## src/design/link_cfg_pkg.sv

```systemverilog
// Constants and carrier types for the serial link register bank
`default_nettype none
package link_cfg_pkg;
    localparam int NUM_LINKS = 8;
    localparam int GAP_W     = 11;
    localparam int CHAN_W    = 5;
    localparam int ADDR_W    = 10;
    // Register indices; byte address is four times the index
    localparam logic [7:0] CFG_BASE_IDX    = 8'h80;
    localparam logic [7:0] STATIC_BASE_IDX = 8'hA0;
    localparam logic [7:0] IRQ_STAT_IDX    = 8'hC0;
    localparam logic [7:0] IRQ_MASK_IDX    = 8'hC1;
    // Link configuration fields
    localparam int CFG_EN_BIT   = 31;
    localparam int CFG_WIRE_BIT = 30;
    localparam int CFG_ERR_BIT  = 27;
    localparam int CFG_GRANT_BIT = 26;
    localparam int CFG_HOLD_BIT = 25;
    localparam int CFG_CRST_BIT = 24;
    localparam int CFG_RXRST_BIT = 23;
    localparam int CFG_SYM_LSB  = 11;
    localparam int CFG_TOK_LSB  = 0;
    // Static forwarding fields
    localparam int ST_EN_BIT    = 31;
    localparam int ST_PROC_BIT  = 8;
    localparam int ST_CHAN_LSB  = 0;
    // Reset values
    localparam logic [GAP_W-1:0] GAP_RESET = 11'h000;
    localparam logic [CHAN_W-1:0] CHAN_RESET = 5'h00;
    localparam logic [15:0] IRQ_RESET = 16'h0000;
    // Static register order C,D,A,B,G,H,E,F as link numbers
    localparam logic [2:0] STATIC_LINK_MAP [NUM_LINKS] =
        '{3'h2, 3'h3, 3'h0, 3'h1, 3'h6, 3'h7, 3'h4, 3'h5};

    typedef struct packed {
        logic             enable;
        logic             five_wire;
        logic [GAP_W-1:0] sym_gap;
        logic [GAP_W-1:0] tok_gap;
    } link_ctrl_s;

    typedef struct packed {
        logic              proc;
        logic [CHAN_W-1:0] chanend;
    } dest_s;
endpackage
`default_nettype wire
```

## src/design/link_cfg_bank.sv

```systemverilog
// Per-link configuration, credit control, pacing and static forwarding
//
// Our own choice: the address-and-strobe port.
`default_nettype none
// Notes on behaviour
// RULE_01 - Top config bit enables link, steers pins
// RULE_02 - Wire-mode bit: zero two-wire, one five-wire
// RULE_03 - Error flag on overflow or illegal token
// RULE_04 - Status bit shows credit granted remotely
// RULE_05 - Status bit shows credit held locally
// RULE_06 - Credit-reset clears credit, sends request token
// RULE_07 - Receiver reset resynchronises token framing
// RULE_08 - Symbol gap at least field plus one
// RULE_09 - Token gap at least field plus one
// RULE_10 - Eight config registers, consecutive addresses
// RULE_11 - Static mode bypasses routing to destination
// RULE_12 - Static destination processor bit
// RULE_13 - Static destination channel end field
// RULE_14 - Static registers ordered C,D,A,B,G,H,E,F
// RULE_15 - Reserved and command bits read zero
module link_cfg_bank #(
    parameter int NUM_LINKS = link_cfg_pkg::NUM_LINKS
) (
    input  wire logic                    core_clk,
    input  wire logic                    reset,
    input  wire logic [link_cfg_pkg::ADDR_W-1:0] bus_addr,
    input  wire logic [31:0]             bus_wdata,
    input  wire logic                    bus_wr,
    input  wire logic                    bus_rd,
    output logic [31:0]                  bus_rdata,
    output link_cfg_pkg::link_ctrl_s     link_ctrl [NUM_LINKS],
    input  wire logic [NUM_LINKS-1:0]    rx_error_evt,
    input  wire logic [NUM_LINKS-1:0]    credit_grant,
    input  wire logic [NUM_LINKS-1:0]    credit_rx_evt,
    output logic [NUM_LINKS-1:0]         credit_request_token_send,
    output logic [NUM_LINKS-1:0]         rx_resync,
    input  wire logic [NUM_LINKS-1:0]    tx_sym_valid,
    input  wire logic [NUM_LINKS-1:0]    tx_sym_last,
    output logic [NUM_LINKS-1:0]         tx_sym_ready,
    input  wire link_cfg_pkg::dest_s     route_dest [NUM_LINKS],
    output link_cfg_pkg::dest_s          deliver_dest [NUM_LINKS],
    output logic [NUM_LINKS-1:0]         route_bypass,
    output logic                         irq
);
    localparam int GW = link_cfg_pkg::GAP_W;

    if (NUM_LINKS != 8)
    begin : g_bad_links
        $error("link_cfg_bank serves exactly eight links");
    end

    // Address decode
    logic [7:0] idx;
    logic       cfg_hit;
    logic       st_hit;
    logic       stat_hit;
    logic       mask_hit;
    logic [2:0] sel;
    assign idx      = bus_addr[link_cfg_pkg::ADDR_W-1:2];
    assign sel      = idx[2:0];
    assign cfg_hit  = idx[7:3] == link_cfg_pkg::CFG_BASE_IDX[7:3]; // RULE_10
    assign st_hit   = idx[7:3] == link_cfg_pkg::STATIC_BASE_IDX[7:3];
    assign stat_hit = idx == link_cfg_pkg::IRQ_STAT_IDX;
    assign mask_hit = idx == link_cfg_pkg::IRQ_MASK_IDX;

    link_cfg_pkg::link_ctrl_s ctrl_reg [NUM_LINKS];
    logic [NUM_LINKS-1:0] err_reg;
    logic [NUM_LINKS-1:0] hold_reg;
    logic [NUM_LINKS-1:0] creq_reg;
    logic [NUM_LINKS-1:0] resync_reg;
    logic [NUM_LINKS-1:0] st_en_reg;
    link_cfg_pkg::dest_s  st_dest_reg [NUM_LINKS];
    link_cfg_pkg::dest_s  dest_reg [NUM_LINKS];
    logic [GW:0]          gap_cnt_reg [NUM_LINKS];
    logic [15:0]          stat_reg;
    logic [15:0]          mask_reg;
    logic [31:0]          rdata_reg;
    logic [NUM_LINKS-1:0] hold_rise;
    logic [NUM_LINKS-1:0] tx_fire;

    for (genvar i = 0; i < NUM_LINKS; i++)
    begin : g_link
        logic cfg_wr;
        logic st_wr;
        logic crst;
        logic [GW:0] gap_next;
        assign cfg_wr = bus_wr && cfg_hit && sel == 3'(i);
        // RULE_14
        assign st_wr  = bus_wr && st_hit &&
            link_cfg_pkg::STATIC_LINK_MAP[sel] == 3'(i);
        assign crst   = cfg_wr && bus_wdata[link_cfg_pkg::CFG_CRST_BIT];
        assign tx_fire[i] = tx_sym_valid[i] && tx_sym_ready[i];
        // Pacing counter counts the idle cycles still owed
        assign gap_next = tx_sym_last[i]
            ? {1'b0, ctrl_reg[i].tok_gap} + (GW+1)'(1)  // RULE_09
            : {1'b0, ctrl_reg[i].sym_gap} + (GW+1)'(1); // RULE_08
        assign tx_sym_ready[i] = ctrl_reg[i].enable &&
            gap_cnt_reg[i] == '0;                       // RULE_08 RULE_09
        assign hold_rise[i] = credit_rx_evt[i] && !hold_reg[i];

        always_ff @(posedge core_clk)
        begin
            if (reset)
            begin
                ctrl_reg[i] <= '{1'b0, 1'b0,
                    link_cfg_pkg::GAP_RESET, link_cfg_pkg::GAP_RESET};
            end
            else if (cfg_wr)
            begin
                ctrl_reg[i].enable <=
                    bus_wdata[link_cfg_pkg::CFG_EN_BIT];  // RULE_01
                ctrl_reg[i].five_wire <=
                    bus_wdata[link_cfg_pkg::CFG_WIRE_BIT]; // RULE_02
                ctrl_reg[i].sym_gap <=
                    bus_wdata[link_cfg_pkg::CFG_SYM_LSB +: GW];
                ctrl_reg[i].tok_gap <=
                    bus_wdata[link_cfg_pkg::CFG_TOK_LSB +: GW];
            end
        end

        // Flags: hardware set wins over the clearing command
        always_ff @(posedge core_clk)
        begin
            if (reset)
            begin
                err_reg[i]    <= 1'b0;
                hold_reg[i]   <= 1'b0;
                creq_reg[i]   <= 1'b0;
                resync_reg[i] <= 1'b0;
            end
            else
            begin
                if (rx_error_evt[i])
                    err_reg[i] <= 1'b1;                   // RULE_03
                else if (resync_reg[i])
                    err_reg[i] <= 1'b0;
                if (credit_rx_evt[i])
                    hold_reg[i] <= 1'b1;                  // RULE_05
                else if (crst)
                    hold_reg[i] <= 1'b0;                  // RULE_06
                creq_reg[i]   <= crst;                    // RULE_06
                resync_reg[i] <= cfg_wr &&
                    bus_wdata[link_cfg_pkg::CFG_RXRST_BIT]; // RULE_07
            end
        end

        always_ff @(posedge core_clk)
        begin
            if (reset)
                gap_cnt_reg[i] <= '0;
            else if (tx_fire[i])
                gap_cnt_reg[i] <= gap_next;
            else if (gap_cnt_reg[i] != '0)
                gap_cnt_reg[i] <= gap_cnt_reg[i] - (GW+1)'(1);
        end

        always_ff @(posedge core_clk)
        begin
            if (reset)
            begin
                st_en_reg[i]   <= 1'b0;
                st_dest_reg[i] <= '{1'b0, link_cfg_pkg::CHAN_RESET};
            end
            else if (st_wr)
            begin
                st_en_reg[i] <= bus_wdata[link_cfg_pkg::ST_EN_BIT];
                st_dest_reg[i].proc <=
                    bus_wdata[link_cfg_pkg::ST_PROC_BIT];   // RULE_12
                st_dest_reg[i].chanend <= bus_wdata[
                    link_cfg_pkg::ST_CHAN_LSB +:
                    link_cfg_pkg::CHAN_W];                  // RULE_13
            end
        end

        // Static mode overrides whatever the router picked
        always_ff @(posedge core_clk)
        begin
            if (reset)
                dest_reg[i] <= '{1'b0, link_cfg_pkg::CHAN_RESET};
            else if (st_en_reg[i])
                dest_reg[i] <= st_dest_reg[i];              // RULE_11
            else
                dest_reg[i] <= route_dest[i];
        end

        assign link_ctrl[i]    = ctrl_reg[i];
        assign deliver_dest[i] = dest_reg[i];
    end

    assign route_bypass = st_en_reg;                        // RULE_11
    assign credit_request_token_send = creq_reg;
    assign rx_resync = resync_reg;

    // Interrupt status: errors low byte, credit arrival high byte
    logic [15:0] stat_set;
    logic [15:0] stat_clr;
    assign stat_set = {hold_rise, rx_error_evt};
    assign stat_clr = (bus_wr && stat_hit) ? bus_wdata[15:0] : 16'h0000;

    always_ff @(posedge core_clk)
    begin
        if (reset)
        begin
            stat_reg <= link_cfg_pkg::IRQ_RESET;
            mask_reg <= link_cfg_pkg::IRQ_RESET;
        end
        else
        begin
            stat_reg <= (stat_reg & ~stat_clr) | stat_set;
            if (bus_wr && mask_hit)
                mask_reg <= bus_wdata[15:0];
        end
    end

    assign irq = |(stat_reg & mask_reg);

    // Read path; command and reserved bits are zero
    logic [31:0] cfg_word;
    logic [31:0] st_word;
    logic [31:0] rd_mux;
    link_cfg_pkg::link_ctrl_s rc;
    link_cfg_pkg::dest_s      rs;
    logic [2:0] st_link;
    assign rc = ctrl_reg[sel];
    assign st_link = link_cfg_pkg::STATIC_LINK_MAP[sel];    // RULE_14
    assign rs = st_dest_reg[st_link];
    assign cfg_word = {rc.enable, rc.five_wire, 2'b00, err_reg[sel],
        credit_grant[sel], hold_reg[sel], 3'b000,           // RULE_04
        rc.sym_gap, rc.tok_gap};                            // RULE_15
    assign st_word = {st_en_reg[st_link], 22'h000000, rs.proc,
        3'b000, rs.chanend};                                // RULE_15
    assign rd_mux = cfg_hit  ? cfg_word :
                    st_hit   ? st_word :
                    stat_hit ? {16'h0000, stat_reg} :
                    mask_hit ? {16'h0000, mask_reg} : 32'h00000000;

    always_ff @(posedge core_clk)
    begin
        if (reset)
            rdata_reg <= 32'h00000000;
        else if (bus_rd)
            rdata_reg <= rd_mux;
        else
            rdata_reg <= 32'h00000000;
    end

    assign bus_rdata = rdata_reg;

    logic wr0;
    assign wr0 = bus_wr && cfg_hit && sel == 3'h0;
endmodule // link_cfg_bank
`default_nettype wire

```

## config.mk

```make
export PLATFORM = sky130hd
export DESIGN_NAME = link_cfg_bank
export DESIGN_NICKNAME = d
export VERILOG_FILES = /design/src/design/link_cfg_pkg.sv /design/src/design/link_cfg_bank.sv
export SDC_FILE = /design/constraint.sdc
export NUM_CORES = 1
export LEC_CHECK = 0
export BUFFER_PORTS_ARGS = -buffer_cell sky130_fd_sc_hd__buf_2
export CORE_UTILIZATION = 40
export DETAILED_ROUTE_END_ITERATION = 16
export PLACE_DENSITY = 0.57
export SLEW_MARGIN = 0
export SYNTH_ARGS = -nofsm -noshare
export SYNTH_HDL_FRONTEND = slang
export SYNTH_SLANG_ARGS = --single-unit
```

## constraint.sdc

```tcl
create_clock -name core_clk -period 4.4 [get_ports core_clk]
set_clock_uncertainty 0.2 [all_clocks]
set_input_delay 0.44 -clock core_clk [delete_from_list [all_inputs] [get_ports core_clk]]
set_output_delay 0.44 -clock core_clk [all_outputs]
set_load 0.1 [all_outputs]
```

==> run summary, run 1 <==
status -> finished clean
DRT Wirelength -> 94,100 µm
clk slew on worst S/H paths -> 70 ps
vias in the first global route -> 19,631
Required @ worst endpoint -> 3760 ps
fin crit share -> 87.6%
Non-Filler Instances -> 3,628
YS warnings -> 0
Most used DFF post-synth -> edfxtp_1
RSZ-0062 raised after global routing -> false
P_leak -> 0.0121 µW
clock buffer depth -> 3
# IOs -> 439
share of cells above drive strength 1 -> 25.0%
Core Area -> 63,200 µm²
number of gates resized after CTS -> 0
WL per Instance -> 26.0 µm
nets@finish -> 2,888
worst path arrival time -> 3210 ps
maximum vdd drop -> 0.334 mV
#FFs+latches synth -> 483
# setup viols final -> 0
crit path buf inv count -> 2
vias -> 20,783
compound-gate portion of the synthesized area -> 7.51%
post-synthesis xor/xnor area fraction -> 4.62%
final hold vios -> 0
syn avg cell area -> 11.6 µm²
max reg flops -> 192
WS Path Type -> flip-flop to primary output
Pins Over Slew Limit -> 0
I/O Buffers -> 425
initial antenna violation count -> 7
Worst R2R Setup Slack -> 1170 ps
crit-path cells -> inv_1, ha_1, or4b_2, nor3_1, and2_1, buf_2
Root Buffer -> clkbuf_16
Area growth syn-to-layout -> 22.4%
largest net degree at the start of global routing -> 59
Startpoint Class -> flip-flop
crit-path leading delay family -> simple AND/OR/NAND/NOR gates
first-pass GRT wire length -> 133,000 µm
H-tree levels -> 2
Antenna Violating Nets Remaining -> 0
post-synthesis sequential area ratio -> 52.8%
DP HPWL -> 69,400 µm
Remaining DRCs -> 0
DR iter-0 viols -> 2,457
Vias/cell -> 5.73
Hold WC Path Type -> input pin to flip-flop
GRT Overall Usage -> 28.3%
routability cong. -> 0.934
element type at the critical path end -> primary output
Post-Place Cells -> 3,456
num rows -> 92
slowest CP cell -> or4b_2
Pwr Density -> 482 nW/µm²
mux contribution to synthesized area -> 12.9%
Setup TNS Final -> 0 ps
clock sink count -> 483
MaxCap Viol Count -> 0
post-CTS setup buffer count -> 0
FILL cells -> 5,715
total grt overflow -> 0
leading area contributor after synthesis -> edfxtp_1
TritonCTS Buffers -> 55
worst-skew pair later-pin latency -> 610 ps
die height -> 255 µm
Overall Power -> 15,100 µW
Starting Density -> 40.5%
slew at the pin closest to its max-slew limit -> 1040 ps
top cell type's share of synthesized area -> 45.0%
top cells by area, synth -> edfxtp_1 45%, dfxtp_1 7.7%, and2_1 6.5%
largest family of logic cells by synthesized area -> simple AND/OR/NAND/NOR gates
die area -> 65,000 µm²
Synth cell types -> 72
CTS tree -> done
Max FO, Critical Path -> 7
FF+latch area -> 13,500 µm²
drt first pass iters -> 7
Die Width -> 255 µm
Rel. slew slack -> 29.8%
f_max -> 0.260 GHz
post-synthesis simple-gate area fraction -> 18.3%
Async SR Flop Fraction -> 0%
Synth Area in Adders -> 1.12%
cell area after synthesis -> 25,600 µm²
multi-input logic area -> 11,700 µm²
max incr delay on CP -> 630 ps
EDFF count, synth -> 384
crit path time final -> 3850 ps
Mapped Cells -> 2,216
-- final timing paths --
| kind | end | cells past startpoint | startpoint |
|---|---|---|---|
| worst max-delay path | tx_sym_ready[4] | 6 | gap_cnt_reg[1][0] |
| worst min-delay path | ctrl_reg[0][22] | 2 | bus_wdata[30] |
| worst max register to register | gap_cnt_reg[1][3] | 7 | gap_cnt_reg[1][0] |
| worst min register to register | mask_reg[3] | 2 | mask_reg[3] |
-- metrics by stage --
| stage | util (%) | cell area [µm²] | hold slack, ps | setup slack (ps) |
|---|---|---|---|---|
| 3_3_place_gp | 45.7 | 28900 | 256 | 1160 |
| 5_1_grt | 49.6 | 31300 | 30.7 | 341 |
| 2_1_floorplan | - | 25800 | 246 | 462 |
| 4_1_cts | 49.6 | 31300 | 4.28 | 519 |
| 6_report | 49.6 | 31300 | 32.4 | 547 |
| 3_5_place_dp | 45.7 | 28900 | 265 | 1170 |
-- final cells by class --
| class | instances | share of cell area [%] |
|---|---|---|
| Multi-Input combinational cell | 1608 | 37.2 |
| Tap cell | 846 | 3.38 |
| Clock inverter | 22 | 0.579 |
| Antenna cell | 5 | 0.0399 |
| Inverter | 55 | 0.659 |
| Timing Repair Buffer | 528 | 9.79 |
| Sequential cell | 483 | 43.1 |
| Clock buffer | 81 | 5.21 |
-- cell families (layout without fill, tap and decap cells) --
group,count (synthesis),after routing
DFF,483,483
other,2,58
xor gates and xnor gates,135,135
muxes,241,241
buffers and inverters,176,686
and+or+nand+nor,855,855
AOI/OAI and AO/OA,301,301
adders and majority gates,23,23
-- cell usage in the layout, fill, tap and decap left out, drive strengths merged, types with 52 or more instances in the layout --
master	count
clkbuf	81
xor2	52
inv	52
nand3	76
conb	53
nor2	171
buf	464
o22ai	66
mux2i	137
edfxtp	384
dfxtp	99
and2	266
mux4	68
a21oi	86
nand2	121
dlygate4sd3	64
xnor2	83
-- cells in the mapped netlist, drive strengths merged (6+ instances only) --
library cell / n
mux2i: 137
nand3b: 25
o21ai: 49
nand4b: 16
o22a: 6
dfxtp: 99
or2: 7
a211oi: 17
or4b: 6
a21boi: 8
o31ai: 9
buf: 29
a22oi: 6
xor2: 52
edfxtp: 384
nand4: 32
xnor2: 83
clkbuf: 92
a222oi: 11
nor3b: 6
a21oi: 86
inv: 52
and3: 10
and2: 266
ha: 23
nor3: 38
a221oi: 10
nand2: 121
mux2: 36
nor4: 18
a22o: 7
mux4: 68
nor2: 171
nand2b: 8
or3: 8
nand3: 76
nor2b: 14
o22ai: 66
or4: 13
-- power breakdown --
group / internal [µW] / switching (µW)
sequential: 5630 / 619
clock: 2690 / 1940
combinational: 1400 / 2810
-- layer usage --
layer	GRT usage (%)	routed length [µm]	vias up
li1	-	-	9231
met3	5.07	9120	157
met5	0	13	-
met4	10.2	3130	2
met1	39.4	38900	10266
met2	44.2	43000	1127
-- timing repair --
item                                    4_1_cts  5_1_grt
endpoints found under the setup margin        0        0
endpoints found under the hold margin        89        0
hold buffers                                 64        0
Note: power is estimated with default switching activity, not from simulation.
==> run 2, diff against run 1 <==
- clock period: 4.4 -> 3.7 ns (I/O delays scaled with it)
==> run 2 against run 1 <==
Utilization increased by 0.57 points; sequential share of layout area decreased by 0.49 points; critical endpoint unchanged; clock-buffer cell count increased by 3; critical path depth unchanged; first-iteration DRC count decreased by 14%.
==> run summary, run 2 (synthesis results as in run 1) <==
Startpoint Class -> flip-flop
Post-Place Cells -> 3,463
GRT Overall Usage -> 28.3%
Area growth syn-to-layout -> 23.8%
nets@finish -> 2,917
most common cell after layout, fill and taps aside -> buf_2
Required @ worst endpoint -> 3130 ps
crit path time final -> 3420 ps
worst path arrival time -> 2850 ps
H-tree levels -> 2
# IOs -> 439
DP HPWL -> 69,100 µm
Max FO, Critical Path -> 5
num rows -> 92
crit-path cells -> inv_1, ha_1, or4b_2, nor3_1, and2_1, buf_2
I/O Buffers -> 425
CTS tree -> done
multi-input logic area -> 11,700 µm²
max reg flops -> 192
# setup viols final -> 0
clock sink count -> 483
Core Area -> 63,200 µm²
P_leak -> 0.0123 µW
total grt overflow -> 0
FF+latch area -> 13,500 µm²
WS Path Type -> flip-flop to primary output
fin crit share -> 92.5%
max incr delay on CP -> 640 ps
die height -> 255 µm
WL per Instance -> 25.7 µm
Layout Utilization -> 50.2%
post-CTS setup buffer count -> 0
vias -> 20,708
element type at the critical path end -> primary output
Rel. slew slack -> 41.1%
placed inst area -> 29,000 µm²
slowest CP cell -> or4b_2
Hold WC Path Type -> input pin to flip-flop
Pins Over Slew Limit -> 0
vias in the first global route -> 19,811
Pwr Density -> 573 nW/µm²
clk slew on worst S/H paths -> 60 ps
status -> finished clean
Root Buffer -> clkbuf_16
TritonCTS Buffers -> 56
FILL cells -> 5,733
Die Width -> 255 µm
Non-Filler Instances -> 3,656
f_max -> 0.292 GHz
Setup TNS Final -> 0 ps
commonest cells after routing, fill and taps aside -> 422 x buf_2, 384 x edfxtp_1, 266 x and2_1, 171 x nor2_1, 137 x mux2i_1
maximum vdd drop -> 0.385 mV
RSZ-0062 raised after global routing -> false
routability cong. -> 0.955
DR iter-0 viols -> 2,114
initial antenna violation count -> 5
worst-skew pair later-pin latency -> 620 ps
first-pass GRT wire length -> 133,000 µm
crit-path leading delay family -> simple AND/OR/NAND/NOR gates
Starting Density -> 40.5%
clock buffer depth -> 3
final instance area -> 31,700 µm²
final hold vios -> 0
MaxCap Viol Count -> 0
largest net degree at the start of global routing -> 60
Antenna Violating Nets Remaining -> 0
DRT Wirelength -> 93,800 µm
drt first pass iters -> 5
die area -> 65,000 µm²
share of cells above drive strength 1 -> 24.7%
slew at the pin closest to its max-slew limit -> 875 ps
Remaining DRCs -> 0
Vias/cell -> 5.66
crit path buf inv count -> 2
worst hold slack -> 47.8 ps
## run 2: cell types whose count changed in the layout (fill, tap and decap cells not counted), moves of 2 or more
cell	before	now
bufinv_16	2	4
clkbuf_1	12	16
clkinv_2	12	7
clkbuf_2	3	0
dlygate4sd3_1	64	85
clkinv_1	4	9
clkinvlp_4	3	1
buf_12	0	5
clkbuf_8	7	5
clkinv_4	4	0
buf_4	42	44
clkbuf_4	0	4
## run 2: stage by stage
stage,power [µW],worst slack [ps]
5_1_grt,18900,168
2_1_floorplan,11200,40.7
6_report,18200,278
4_1_cts,18200,97.2
3_3_place_gp,12400,628
3_5_place_dp,12500,614
## run 2: timing repair
item,CTS,global route
endpoints found under the setup margin,0,1
hold endpoints to repair,155,0
hold buffers,85,0
resized for setup,0,1
## run 2: final cells by class
class	instances	area share, %
Sequential cell	483	42.6
Multi-Input combinational cell	1608	36.8
Timing Repair Buffer	556	10.7
Clock buffer	84	5.16
Tap cell	846	3.34
Clock inverter	20	0.663
Inverter	55	0.651
Antenna cell	4	0.0316
## run 2: where the power goes
part	total (µW)	switching, µW	internal (µW)
Combinational	5100	3370	1720
Clock	5650	2320	3320
Sequential	7410	721	6690
Total	18200	6420	11700
## run 2: worst paths after layout
check	from	end	slack [ps]	cells after the start
worst max-delay path	gap_cnt_reg[1][0]	tx_sym_ready[4]	280	6
worst min-delay path	bus_wdata[17]	ctrl_reg[2][17]	50	2
worst max register to register	gap_cnt_reg[0][0]	gap_cnt_reg[0][11]	660	7
worst min register to register	mask_reg[5]	mask_reg[5]	270	2
## run 2: layer usage
layer / GRT usage [%] / part of all wire (%) / up-vias / wire [µm]
li1: - / - / 9263 / -
met1: 38.8 / 42 / 10284 / 39100
met2: 44.9 / 46 / 1020 / 43100
met3: 5.02 / 9.0 / 141 / 8480
met4: 9.99 / 3.3 / 0 / 3090
met5: 0 / 0 / - / 0
==> run 3, diff against run 2 <==
- MAX_ROUTING_LAYER: default -> met4
==> run 3 against run 2 <==
Fmax rose by 0.36%; clock-buffer cell count fell by 4; non-clock buffer count down 1; critical path type unchanged; highest routed layer unchanged.
==> run summary, run 3 (synthesis results as in run 1) <==
# setup viols final -> 0
initial antenna violation count -> 7
worst path arrival time -> 2840 ps
post-CTS setup buffer count -> 0
f_max -> 0.293 GHz
clock sink count -> 483
DR iter-0 viols -> 2,216
status -> finished clean
Die Width -> 255 µm
maximum vdd drop -> 0.412 mV
Setup TNS Final -> 0 ps
DP HPWL -> 69,400 µm
Antenna Violating Nets Remaining -> 0
element type at the critical path end -> primary output
slowest CP cell -> or4b_2
MaxCap Viol Count -> 0
Starting Density -> 40.5%
max reg flops -> 192
RSZ-0062 raised after global routing -> false
multi-input logic area -> 11,700 µm²
H-tree levels -> 2
# IOs -> 439
Switch Pwr -> 6390 µW
Remaining DRCs -> 0
GRT Overall Usage -> 29.1%
commonest cells after routing, fill and taps aside -> 422 x buf_2, 384 x edfxtp_1, 266 x and2_1, 171 x nor2_1, 137 x mux2i_1
Hold WC Path Type -> input pin to flip-flop
vias -> 20,679
nets@finish -> 2,915
clock share of power -> 30.4%
Seq pwr share -> 41.1%
CTS tree -> done
DRT Wirelength -> 93,800 µm
Worst R2R Setup Slack -> 650 ps
WL per Instance -> 25.7 µm
I/O Buffers -> 425
final hold vios -> 0
share of cells above drive strength 1 -> 24.7%
clk slew on worst S/H paths -> 60 ps
WS Path Type -> flip-flop to primary output
vias in the first global route -> 19,470
worst-skew pair later-pin latency -> 620 ps
FILL cells -> 5,694
largest net degree at the start of global routing -> 48
P_leak -> 0.0122 µW
total grt overflow -> 0
Overall Power -> 18,000 µW
P_int -> 11,600 µW
crit path buf inv count -> 2
slew at the pin closest to its max-slew limit -> 957 ps
Root Buffer -> clkbuf_16
Max FO, Critical Path -> 5
TritonCTS Buffers -> 55
die area -> 65,000 µm²
Sw Ratio -> 35.4%
crit-path leading delay family -> simple AND/OR/NAND/NOR gates
Area growth syn-to-layout -> 23.4%
Startpoint Class -> flip-flop
Comb power frac -> 28.4%
max incr delay on CP -> 630 ps
Layout Utilization -> 50.0%
Pins Over Slew Limit -> 0
fin crit share -> 92.2%
most common cell after layout, fill and taps aside -> buf_2
clock buffer depth -> 3
routability cong. -> 0.966
crit-path cells -> inv_1, ha_1, or4b_2, nor3_1, and2_1, buf_2
crit path time final -> 3410 ps
Vias/cell -> 5.67
num rows -> 92
first-pass GRT wire length -> 132,000 µm
Rel. slew slack -> 35.5%
Core Area -> 63,200 µm²
Pwr Density -> 570 nW/µm²
Required @ worst endpoint -> 3130 ps
FF+latch area -> 13,500 µm²
drt first pass iters -> 6
die height -> 255 µm
## run 3: cell types whose count changed in the layout (fill, tap and decap cells not counted), sizes merged
cell	change
clkbuf	-4
dlygate4sd3	-3
buf	+2
diode	-2
clkinv	+1
## run 3: metal layers
| layer | vias to the layer above | global-route usage (%) | part of all wire (%) |
|---|---|---|---|
| li1 | 9267 | - | - |
| met1 | 10224 | 39.8 | 42 |
| met2 | 1043 | 44.5 | 46 |
| met3 | 145 | 4.99 | 9.4 |
| met4 | 0 | 7.89 | 2.7 |
| met5 | - | - | 0 |
## run 3: worst register-to-register path, delay by kind of cell (launching register included)
family | cells | cell delay (ps)
and+or+nand+nor | 4 | 1940
AOI/OAI and AO/OA | 1 | 90
adders and majority gates | 1 | 160
DFF | 1 | 380
buffers and inverters | 1 | 130
## run 3: path summary, 6_finish.rpt
| path | cells after the start | to | startpoint |
|---|---|---|---|
| worst min-delay path | 2 | ctrl_reg[1][17] | bus_wdata[17] |
| worst max register to register | 7 | gap_cnt_reg[0][11] | gap_cnt_reg[0][0] |
| worst max-delay path | 6 | tx_sym_ready[4] | gap_cnt_reg[1][0] |
| worst min register to register | 2 | mask_reg[13] | mask_reg[13] |
## run 3: area by class of cell
cell class | instances | share of cell area [%]
Sequential cell | 483 | 42.7
Multi-Input combinational cell | 1608 | 36.9
Timing Repair Buffer | 555 | 10.7
Clock buffer | 80 | 4.98
Tap cell | 846 | 3.35
Inverter | 55 | 0.653
Clock inverter | 21 | 0.649
Antenna cell | 2 | 0.0158
## run 3: what timing repair did
action / 4_1_cts / 5_1_grt
endpoints found under the setup margin: 0 / 1
hold buffers: 82 / 0
endpoints found under the hold margin: 153 / 0
resized for setup: 0 / 1
## run 3: per-stage QoR
step | hold slack (ps) | cell area, µm² | worst slack [ps] | std cells
3_5_place_dp | 265 | 29000 | 559 | 3465
4_1_cts | 0.774 | 31600 | 92.3 | 3648
2_1_floorplan | 246 | 25800 | 40.7 | 2267
3_3_place_gp | 256 | 29000 | 641 | 3465
5_1_grt | 16.2 | 31600 | 149 | 3650
6_report | 23.9 | 31600 | 290 | 3650
## run 3: power groups by stage
| stage | combinational [µW] | clock, µW | sequential (µW) |
|---|---|---|---|
| CTS | 5090 | 5570 | 7390 |
| global placement | 4910 | 0 | 7470 |
| detailed placement | 4990 | 0 | 7500 |
| global route | 5500 | 5770 | 7480 |
| finish | 5120 | 5490 | 7420 |
| floorplan | 2800 | 0 | 8370 |
